**src/core/rgc_pkg.sv**
```systemverilog
// package: constants for the reciprocal gate counter
package rgc_pkg;
  localparam int CNT_W = 32;
  localparam int RES_W = 32;
  // register byte offsets
  localparam logic [11:0] CTRL_OFF = 12'h000;
  localparam logic [11:0] STAT_OFF = 12'h004;
  localparam logic [11:0] NCYC_OFF = 12'h008;
  localparam logic [11:0] GATE_OFF = 12'h00C;
  localparam logic [11:0] EVT_OFF = 12'h010;
  localparam logic [11:0] TIM_OFF = 12'h014;
  localparam logic [11:0] RES_OFF = 12'h018;
  // control fields
  localparam int CTRL_START_BIT = 0;
  localparam int CTRL_MODE_LSB = 1;
  localparam int CTRL_FREQ_BIT = 3;
  localparam int CTRL_ARM_BIT = 4;
  localparam int CTRL_AUTO_BIT = 5;
  // mode codes
  localparam logic [1:0] MODE_PERIOD = 2'h0;
  localparam logic [1:0] MODE_TI = 2'h1;
  localparam logic [1:0] MODE_FREQ = 2'h2;
  // reset values
  localparam logic [CNT_W-1:0] NCYC_RST = 32'h00000001;
  localparam logic [CNT_W-1:0] GATE_RST = 32'h05F5E100;
  // reciprocal numerator: clock rate in hz
  localparam logic [63:0] CLK_HZ = 64'h0000000005F5E100;
  localparam int DIV_CYCLES = 64;
  typedef enum logic [4:0] {
    S_IDLE = 5'b00001,
    S_ARM = 5'b00010,
    S_OPEN = 5'b00100,
    S_DIV = 5'b01000,
    S_DONE = 5'b10000
  } state_t;
endpackage

```
**src/core/rgc_divider.sv**
```systemverilog
// sequential restoring divider, one quotient bit per cycle
`timescale 1ns/1ps
module rgc_divider #(
  parameter int W = 64
) (
  // clock and reset
  input wire logic pclk,
  input wire logic presetn,
  input wire logic ce,
  // operands
  input wire logic start,
  input wire logic [W-1:0] dividend,
  input wire logic [W-1:0] divisor,
  // result
  output logic busy,
  output logic [W-1:0] quotient
);
  logic [W-1:0] rem_r, rem_nxt, quo_r, quo_nxt, dsr_r, dsr_nxt;
  logic [7:0] cnt_r, cnt_nxt;
  logic [W:0] trial;

  always_comb begin
    rem_nxt = rem_r;
    quo_nxt = quo_r;
    dsr_nxt = dsr_r;
    cnt_nxt = cnt_r;
    trial = {rem_r, quo_r[W-1]};
    if (start) begin
      rem_nxt = '0;
      quo_nxt = dividend;
      dsr_nxt = divisor;
      cnt_nxt = 8'(W);
    end else if (cnt_r != 8'h00) begin
      cnt_nxt = cnt_r - 8'h01;
      if (trial >= {1'b0, dsr_r}) begin
        rem_nxt = W'(trial - {1'b0, dsr_r});
        quo_nxt = {quo_r[W-2:0], 1'b1};
      end else begin
        rem_nxt = trial[W-1:0];
        quo_nxt = {quo_r[W-2:0], 1'b0};
      end
    end
  end

  always_ff @(posedge pclk or negedge presetn) begin
    if (!presetn) begin
      rem_r <= '0;
      quo_r <= '0;
      dsr_r <= '0;
      cnt_r <= 8'h00;
    end else if (ce) begin
      rem_r <= rem_nxt;
      quo_r <= quo_nxt;
      dsr_r <= dsr_nxt;
      cnt_r <= cnt_nxt;
    end
  end

  assign busy = (cnt_r != 8'h00);
  assign quotient = quo_r;
endmodule

```
**src/core/rgc_top.sv**
```systemverilog
// reciprocal gate counter: gate control, event/time counters, apb registers
// What this block does
// - every measurement counts clock pulses between input edges, except in frequency mode
// - frequency result is the reciprocal of the measured period
// - time counter counts time-base clock pulses while gate open
// - period mode gate opens and closes on input edges
// - averaging holds gate open over several input cycles, average derived
// - frequency mode opens gate from time-base signal, not input
// - frequency mode closes gate after exact interval, outputs average frequency
// - input faster than clock switches automatically to frequency mode
// - reciprocal range reaches up to the counted clock, not beyond
// - in period and frequency modes, separate event and time counters run together while gate open
// - average period is clock period times time count over event count
// - external arming starts on first input cycle after arm
// - time interval: start opens gate, stop closes it, clocks accumulate
//
// The implementer's own choices: the APB slave port and the register addresses.
`timescale 1ns/1ps
module rgc_top #(
  parameter int CNT_W = rgc_pkg::CNT_W
) (
  // clock, reset, enable
  input wire logic pclk,
  input wire logic presetn,
  input wire logic ce,
  // apb slave
  input wire logic psel,
  input wire logic penable,
  input wire logic pwrite,
  input wire logic [11:0] paddr,
  input wire logic [31:0] pwdata,
  output logic [31:0] prdata,
  output logic pready,
  output logic pslverr,
  // asynchronous channels
  input wire logic sig_in,
  input wire logic chan_start,
  input wire logic chan_stop,
  input wire logic ext_arm,
  input wire logic fast_in,
  // status
  output logic gate_open,
  output logic meas_done
);
  //////////////////////////////////////////////////////////////////////////
  // synchronisers
  logic [4:0] s1_r, s2_r, s3_r;
  logic in_rise, a_rise, b_rise, arm_rise, fast_lvl;

  always_ff @(posedge pclk or negedge presetn) begin
    if (!presetn) begin
      s1_r <= 5'h00;
      s2_r <= 5'h00;
      s3_r <= 5'h00;
    end else if (ce) begin
      s1_r <= {fast_in, ext_arm, chan_stop, chan_start, sig_in};
      s2_r <= s1_r;
      s3_r <= s2_r;
    end
  end

  assign in_rise = s2_r[0] & ~s3_r[0];
  assign a_rise = s2_r[1] & ~s3_r[1];
  assign b_rise = s2_r[2] & ~s3_r[2];
  assign arm_rise = s2_r[3] & ~s3_r[3];
  assign fast_lvl = s2_r[4];

  //////////////////////////////////////////////////////////////////////////
  // registers
  logic [5:0] ctrl_r, ctrl_nxt;
  logic [CNT_W-1:0] ncyc_r, ncyc_nxt, gate_r, gate_nxt;
  logic apb_wr, apb_rd, start_req, res_read;

  assign apb_wr = psel & penable & pwrite;
  assign apb_rd = psel & penable & ~pwrite;
  assign start_req = apb_wr && paddr == rgc_pkg::CTRL_OFF && pwdata[rgc_pkg::CTRL_START_BIT];
  assign res_read = apb_rd && paddr == rgc_pkg::RES_OFF;
  assign pready = 1'b1;

  always_comb begin
    ctrl_nxt = ctrl_r;
    ncyc_nxt = ncyc_r;
    gate_nxt = gate_r;
    if (apb_wr) begin
      if (paddr == rgc_pkg::CTRL_OFF) begin
        ctrl_nxt = {pwdata[5:1], 1'b0};
      end else if (paddr == rgc_pkg::NCYC_OFF) begin
        ncyc_nxt = (pwdata[CNT_W-1:0] == '0) ? rgc_pkg::NCYC_RST : pwdata[CNT_W-1:0];
      end else if (paddr == rgc_pkg::GATE_OFF) begin
        gate_nxt = (pwdata[CNT_W-1:0] == '0) ? rgc_pkg::GATE_RST : pwdata[CNT_W-1:0];
      end
    end
  end

  always_ff @(posedge pclk or negedge presetn) begin
    if (!presetn) begin
      ctrl_r <= 6'h00;
      ncyc_r <= rgc_pkg::NCYC_RST;
      gate_r <= rgc_pkg::GATE_RST;
    end else if (ce) begin
      ctrl_r <= ctrl_nxt;
      ncyc_r <= ncyc_nxt;
      gate_r <= gate_nxt;
    end
  end

  //////////////////////////////////////////////////////////////////////////
  // gate state machine and counters
  rgc_pkg::state_t st_r, st_nxt;
  logic [CNT_W-1:0] evt_r, evt_nxt, tim_r, tim_nxt;
  logic [1:0] mode_r, mode_nxt;
  localparam int RES_W_L = rgc_pkg::RES_W;
  logic [RES_W_L-1:0] res_r, res_nxt;
  logic done_r, done_nxt, div_go, div_busy, div_go_r, div_go_nxt;
  logic [63:0] div_a, div_b, div_q;
  logic [1:0] sel_mode;
  logic open_ev, close_ev;

  // mode comes from the start write itself; fast input forces counting when auto set
  assign sel_mode = (pwdata[rgc_pkg::CTRL_AUTO_BIT] && fast_lvl) ? rgc_pkg::MODE_FREQ :
                    pwdata[rgc_pkg::CTRL_MODE_LSB +: 2];

  always_comb begin
    open_ev = 1'b0;
    close_ev = 1'b0;
    case (mode_r)
      rgc_pkg::MODE_TI: begin
        open_ev = a_rise;
        close_ev = b_rise;
      end
      rgc_pkg::MODE_FREQ: begin
        open_ev = 1'b1;
        close_ev = (tim_r + 1'b1 >= gate_r);
      end
      default: begin
        open_ev = in_rise;
        close_ev = in_rise && (evt_r + 1'b1 >= ncyc_r);
      end
    endcase
  end

  always_comb begin
    st_nxt = st_r;
    evt_nxt = evt_r;
    tim_nxt = tim_r;
    mode_nxt = mode_r;
    done_nxt = done_r;
    div_go_nxt = 1'b0;
    if (res_read) begin
      done_nxt = 1'b0;
    end
    if (start_req) begin
      st_nxt = pwdata[rgc_pkg::CTRL_ARM_BIT] ? rgc_pkg::S_ARM : rgc_pkg::S_IDLE;
      mode_nxt = sel_mode;
      evt_nxt = '0;
      tim_nxt = '0;
      done_nxt = 1'b0;
    end else begin
      case (st_r)
        rgc_pkg::S_ARM: begin
          if (arm_rise) begin
            st_nxt = rgc_pkg::S_IDLE;
          end
        end
        rgc_pkg::S_IDLE: begin
          if (open_ev && !done_r && mode_r != 2'h3 && evt_r == '0 && tim_r == '0 &&
              !div_busy) begin
            st_nxt = rgc_pkg::S_OPEN;
          end
        end
        rgc_pkg::S_OPEN: begin
          tim_nxt = tim_r + 1'b1;
          if (mode_r == rgc_pkg::MODE_FREQ ? in_rise : (in_rise && mode_r != rgc_pkg::MODE_TI))
            evt_nxt = evt_r + 1'b1;
          if (close_ev) begin
            st_nxt = rgc_pkg::S_DIV;
            div_go_nxt = 1'b1;
          end
        end
        rgc_pkg::S_DIV: begin
          if (!div_go_r && !div_busy) begin
            st_nxt = rgc_pkg::S_DONE;
            done_nxt = 1'b1;
          end
        end
        default: begin
          st_nxt = rgc_pkg::S_DONE;
        end
      endcase
    end
  end

  always_ff @(posedge pclk or negedge presetn) begin
    if (!presetn) begin
      st_r <= rgc_pkg::S_DONE;
      evt_r <= '0;
      tim_r <= '0;
      mode_r <= rgc_pkg::MODE_PERIOD;
      done_r <= 1'b0;
      div_go_r <= 1'b0;
    end else if (ce) begin
      st_r <= st_nxt;
      evt_r <= evt_nxt;
      tim_r <= tim_nxt;
      mode_r <= mode_nxt;
      done_r <= done_nxt;
      div_go_r <= div_go_nxt;
    end
  end

  //////////////////////////////////////////////////////////////////////////
  // arithmetic: period = time/events (in clocks), frequency = clk_hz*events/time
  logic want_freq;
  assign want_freq = ctrl_r[rgc_pkg::CTRL_FREQ_BIT] || mode_r == rgc_pkg::MODE_FREQ;

  always_comb begin
    div_a = {{(64 - CNT_W){1'b0}}, tim_r};
    div_b = {{(64 - CNT_W){1'b0}}, (evt_r == '0) ? {{(CNT_W - 1){1'b0}}, 1'b1} : evt_r};
    if (want_freq) begin
      div_a = 64'(rgc_pkg::CLK_HZ * {{(64 - CNT_W){1'b0}}, evt_r});
      div_b = {{(64 - CNT_W){1'b0}}, (tim_r == '0) ? {{(CNT_W - 1){1'b0}}, 1'b1} : tim_r};
    end
    if (mode_r == rgc_pkg::MODE_TI) begin
      div_b = 64'h0000000000000001;
    end
  end

  rgc_divider #(.W(64)) u_div (
    .pclk(pclk),
    .presetn(presetn),
    .ce(ce),
    .start(div_go_r),
    .dividend(div_a),
    .divisor(div_b),
    .busy(div_busy),
    .quotient(div_q)
  );

  always_comb begin
    res_nxt = res_r;
    if (st_r == rgc_pkg::S_DIV && !div_go_r && !div_busy)
      res_nxt = div_q[RES_W_L-1:0];
  end

  always_ff @(posedge pclk or negedge presetn) begin
    if (!presetn) res_r <= '0;
    else if (ce) res_r <= res_nxt;
  end

  //////////////////////////////////////////////////////////////////////////
  // apb read mux
  always_comb begin
    prdata = 32'h00000000;
    pslverr = 1'b0;
    if (apb_rd) begin
      if (paddr == rgc_pkg::CTRL_OFF) prdata = {26'h0, ctrl_r};
      else if (paddr == rgc_pkg::STAT_OFF)
        prdata = {24'h000000, 3'h0, st_r == rgc_pkg::S_ARM, mode_r, gate_open, done_r};
      else if (paddr == rgc_pkg::NCYC_OFF) prdata = 32'(ncyc_r);
      else if (paddr == rgc_pkg::GATE_OFF) prdata = 32'(gate_r);
      else if (paddr == rgc_pkg::EVT_OFF) prdata = 32'(evt_r);
      else if (paddr == rgc_pkg::TIM_OFF) prdata = 32'(tim_r);
      else if (paddr == rgc_pkg::RES_OFF) prdata = res_r;
      else pslverr = 1'b1;
    end else if (psel && penable && !(paddr inside {rgc_pkg::CTRL_OFF, rgc_pkg::NCYC_OFF,
                 rgc_pkg::GATE_OFF})) begin
      pslverr = 1'b1;
    end
  end

  assign gate_open = (st_r == rgc_pkg::S_OPEN);
  assign meas_done = done_r;

  //////////////////////////////////////////////////////////////////////////
  // assertions
  property p_tim_frozen;
    @(posedge pclk) disable iff (!presetn)
      (ce && st_r != rgc_pkg::S_OPEN && !start_req) |=> $stable(tim_r);
  endproperty
  a_tim_frozen: assert property (p_tim_frozen) else $error("time count moved, gate shut");

  property p_tim_counts;
    @(posedge pclk) disable iff (!presetn)
      (ce && st_r == rgc_pkg::S_OPEN && !start_req) |=> tim_r == $past(tim_r) + 1'b1;
  endproperty
  a_tim_counts: assert property (p_tim_counts) else $error("time count did not step");

  property p_ti_close;
    @(posedge pclk) disable iff (!presetn)
      (ce && st_r == rgc_pkg::S_OPEN && mode_r == rgc_pkg::MODE_TI && b_rise && !start_req)
      |=> st_r == rgc_pkg::S_DIV;
  endproperty
  a_ti_close: assert property (p_ti_close) else $error("stop did not close gate");

  property p_arm_wait;
    @(posedge pclk) disable iff (!presetn)
      (st_r == rgc_pkg::S_ARM && !arm_rise && !start_req) |=> st_r == rgc_pkg::S_ARM;
  endproperty
  a_arm_wait: assert property (p_arm_wait) else $error("left arm wait early");

  property p_done_hold;
    @(posedge pclk) disable iff (!presetn)
      (ce && done_r && !res_read && !start_req) |=> done_r;
  endproperty
  a_done_hold: assert property (p_done_hold) else $error("done dropped early");

  property p_evt_ti;
    @(posedge pclk) disable iff (!presetn)
      (mode_r == rgc_pkg::MODE_TI && !start_req) |=> evt_r == '0;
  endproperty
  a_evt_ti: assert property (p_evt_ti) else $error("events counted in interval mode");

  property p_fast_mode;
    @(posedge pclk) disable iff (!presetn)
      (ce && start_req && pwdata[rgc_pkg::CTRL_AUTO_BIT] && fast_lvl)
      |=> mode_r == rgc_pkg::MODE_FREQ;
  endproperty
  a_fast_mode: assert property (p_fast_mode) else $error("no fallback to frequency mode");

  property p_done_after;
    @(posedge pclk) disable iff (!presetn)
      (ce && gate_open && close_ev && !start_req) |=> ##[1:80] (done_r || start_req || !ce);
  endproperty
  a_done_after: assert property (p_done_after) else $error("no result after gate close");
endmodule

```
**config.mk**
```make
export PLATFORM = sky130hd
export DESIGN_NAME = rgc_top
export DESIGN_NICKNAME = d
export VERILOG_FILES = /design/src/core/rgc_pkg.sv /design/src/core/rgc_divider.sv /design/src/core/rgc_top.sv
export SDC_FILE = /design/constraint.sdc
export NUM_CORES = 2
export LEC_CHECK = 0
export BUFFER_PORTS_ARGS = -buffer_cell sky130_fd_sc_hd__buf_4
export CORE_MARGIN = 3
export CORE_UTILIZATION = 65
export DETAILED_ROUTE_END_ITERATION = 10
export GPL_TIMING_DRIVEN = 1
export PLACE_DENSITY = 0.82
export SLEW_MARGIN = 0
export SYNTH_ARGS = -nofsm -noshare
export SYNTH_HDL_FRONTEND = slang
export SYNTH_HIERARCHICAL = 1
export SYNTH_SLANG_ARGS = --single-unit
```
**constraint.sdc**
```tcl
create_clock -name pclk -period 7.35 [get_ports pclk]
set_input_delay 0.3675 -clock pclk [delete_from_list [all_inputs] [get_ports pclk]]
set_output_delay 0.3675 -clock pclk [all_outputs]
set_load 0.05 [all_outputs]
```
==> run summary <==
status: finished, final reports clean
Combinational Power Share: 4.1%
row count: 86
Initial Util: 66.2%
synthesized flop and latch total: 388
switching pwr: 1.16 mW
met2 routed WL: 48900 µm
CTS root buf: clkbuf_16
Worst Path Required: 7.79 ns
Final #Nets: 4928
clock sink total: 388
cell with the most instances after synthesis: inv_1
layout overhead on the synthesized area: 9.14%
CP Class: register to register
unrepaired setup endpoints after global routing: no
Yosys top cell area share: 25.5%
Final setup viols: 0
vias in the first global route: 31400
critical path fanouts, max: 10
worst slew pin tran: 1.30 ns
CTS tree: built
Max IR drop VDD: 0.172 mV
average wire per cell in the routed design: 23.0 µm
Net Sw Frac: 23.9%
DP Area: 38200 µm²
FILL cells: 4277
post-synthesis cell area: 36700 µm²
clock-pin slew on the worst setup and hold paths: 0.06 ns
final hold vios: 0
die height: 244 µm
final WL: 115000 µm
Pleak: 19.6 nW
crit start category: register
pre-CTS setup slack: 0.494 ns
total grt overflow: 0
wl on met1: 44800 µm
Worst R2R End: u_div/quotient[58]$_DFFE_PN0P_
uppermost layer routed: met5
R2R Setup Slk: 0.41 ns
Post-synth ARST share: 100%
critical path arrival: 7.37 ns
Routability Congestion: 1.07
first-pass GRT wire length: 181000 µm
Pint: 3.69 mW
antenna-violating nets left: 0
Layout Cells excl Fill: 5013
critical path capture point type: register
Min Clock Period, post-route: 6.94 ns
clock power share: 51.4%
average cell area after synthesis: 8.80 µm²
Die Span X: 244 µm
post-synthesis sequential area ratio: 26.5%
worst skew pair latency: 0.62 ns
Max-Cap Viols: 0
PD cells: 121 nW/µm²
antenna violations before repair: 5
placed cells: 4901
Post-route DRC: 0
Hold Startpoint: pwdata[1]
hold worst-path end: gate_r[1]$_DFFE_PN0P_
dpl hpwl: 88100 µm
Util after Layout: 72.2%
ys flop type: dfrtp_1
number of synthesized flops with an enable pin: 0
Unique masters post-synth: 101
Yosys warning total: 6
hold path depth: 3
Yosys top cell by area: dfrtp_1
Buffers on Ports: 89
reg2reg path depth: 22
Hold Path Class: input pin to register
met3 wire len: 13300 µm
CTS H-tree depth: 2
I/O pin total: 91
Vias/cell: 6.34
Global Route Usage Sum: 39.2%
Post-Route Setup TNS: 0 ns
core area: 55500 µm²
Gate Count Post-Synth: 4175
final design instance area without fill: 40100 µm²
Initial DRC Count: 3610
CTS buffer count: 45
sequential power share: 44.5%
DIE AREA: 59400 µm²
fin worst setup slack: 0.414 ns
DR pass1 iterations: 7
fin crit share: 94.4%
Commonest cells post-synth: inv_1 (576), nand2_1 (469), ha_1 (376)
CTS Buffer Depth: 3
Synth area leaders: dfrtp_1 (25%), fa_1 (15%), ha_1 (13%)
Clock Skew: 0.0297 ns
Final Max Tran Viols: 0
Reg-to-Reg Start: evt_r[12]$_DFFE_PN0P_
fmax: 144 MHz
Vias: 31800
largest net degree at the start of global routing: 165
share of post-route cells with drive strength above 1: 7.95%
Slew Limit Headroom: 12.9%
## placed cells by master, fill, tap and decap left out, types with 31 or more instances in the layout
master     instances
xnor2_1          103
nand2_1          469
nand4_1           49
o21ai_1           82
inv_1            576
a21oi_1          266
nor2_1           185
dfrtp_1          372
o21ai_0          313
nand3_1           80
clkbuf_16         45
a31oi_1           31
xor2_1            83
o22ai_1           61
mux2i_1           72
ha_1             376
fa_1             269
mux2_2            50
nor3_1            34
a22o_1            34
conb_1            38
buf_4            147
a21o_1            74
## area by class of cell
class / count / area [µm²] / share of cell area (%)
Multi-Input combinational cell: 3040 / 24200 / 60.4
Tap cell: 748 / 936 / 2.33
Inverter: 576 / 2160 / 5.39
Timing Repair Buffer: 177 / 1420 / 3.54
Antenna cell: 2 / 5.00 / 0.0125
Clock inverter: 19 / 312 / 0.777
Clock buffer: 63 / 1310 / 3.28
Sequential cell: 388 / 9730 / 24.3
## cell families after synthesis
kind of cell    share of synthesized area [%]
compound gates                           17.7
xor+xnor                                 4.44
other cells                            0.0204
mux                                      3.49
flops                                    26.5
fa+ha+maj                                27.5
simple gates                             12.3
buf+inv                                  8.17
## critical path: stages (launching register included)
cell	delay (ns)
dfrtp_1	0.65
inv_1	0.27
fa_1	0.46
fa_1	0.50
inv_1	0.05
fa_1	0.49
fa_1	0.55
fa_1	0.57
inv_1	0.06
fa_1	0.54
inv_1	0.05
ha_1	0.40
nand2_1	0.17
o21ai_0	0.13
nor2_1	0.19
inv_1	0.09
o311a_1	0.36
or4b_4	0.57
nand4_2	0.12
a211oi_1	0.07
or2_1	0.25
mux2i_1	0.12
o21ai_0	0.09
## how the worst max path moves through the flow
stage	start	end	slack, ns	cells after the start
after floorplan	evt_r[20]$_DFFE_PN0P_	u_div/quotient[58]$_DFFE_PN0P_	0.86	23
after global placement	evt_r[10]$_DFFE_PN0P_	u_div/quotient[58]$_DFFE_PN0P_	0.63	22
after detailed placement	evt_r[17]$_DFFE_PN0P_	u_div/quotient[58]$_DFFE_PN0P_	0.49	22
after global routing	evt_r[12]$_DFFE_PN0P_	u_div/quotient[54]$_DFFE_PN0P_	0.01	22
final	evt_r[12]$_DFFE_PN0P_	u_div/quotient[58]$_DFFE_PN0P_	0.41	22
after CTS	evt_r[17]$_DFFE_PN0P_	u_div/quotient[58]$_DFFE_PN0P_	0.46	22
## metal layers
metal  global-route usage (%)  up-vias
met2                     57.7     1816
met3                     11.6      453
li1                         -    14300
met5                    0.899        -
met4                     22.7        8
met1                     51.7    15200
## power groups by stage
stage	clock (mW)	combinational (mW)	sequential, mW
final	2.49	0.198	2.16
after global routing	2.59	0.216	2.16
after CTS	2.50	0.196	2.16
after detailed placement	0	0.182	2.19
after global placement	0	0.179	2.19
after floorplan	0	0.0703	2.19
## state kept, by name, indices dropped and copies added (netlist names)
signal,flops
gate_r,32
u_div/quotient,64
u_div/cnt_r,8
res_r,32
tim_r,32
u_div/dsr_r,64
ctrl_r,5
s1_r,5
s2_r,5
meas_done,1
u_div/rem_r,64
mode_r,2
s3_r,4
ncyc_r,32
evt_r,32
div_go_r,1
st_r,5
## through the flow
step	hold slack (ns)	power, mW
3_3_place_gp	0.428	2.37
3_5_place_dp	0.424	2.38
4_1_cts	0.00553	4.85
5_1_grt	0.0304	4.97
6_report	0.0154	4.84
2_1_floorplan	0.0719	2.26
## timing repair
item                       CTS  global route
setup endpoints to repair    0             1
resized for setup            0             1
setup buffers                0             0
hold endpoints to repair   106             0
hold buffers                28             0
No activity file was read; power rests on OpenSTA's default activity.
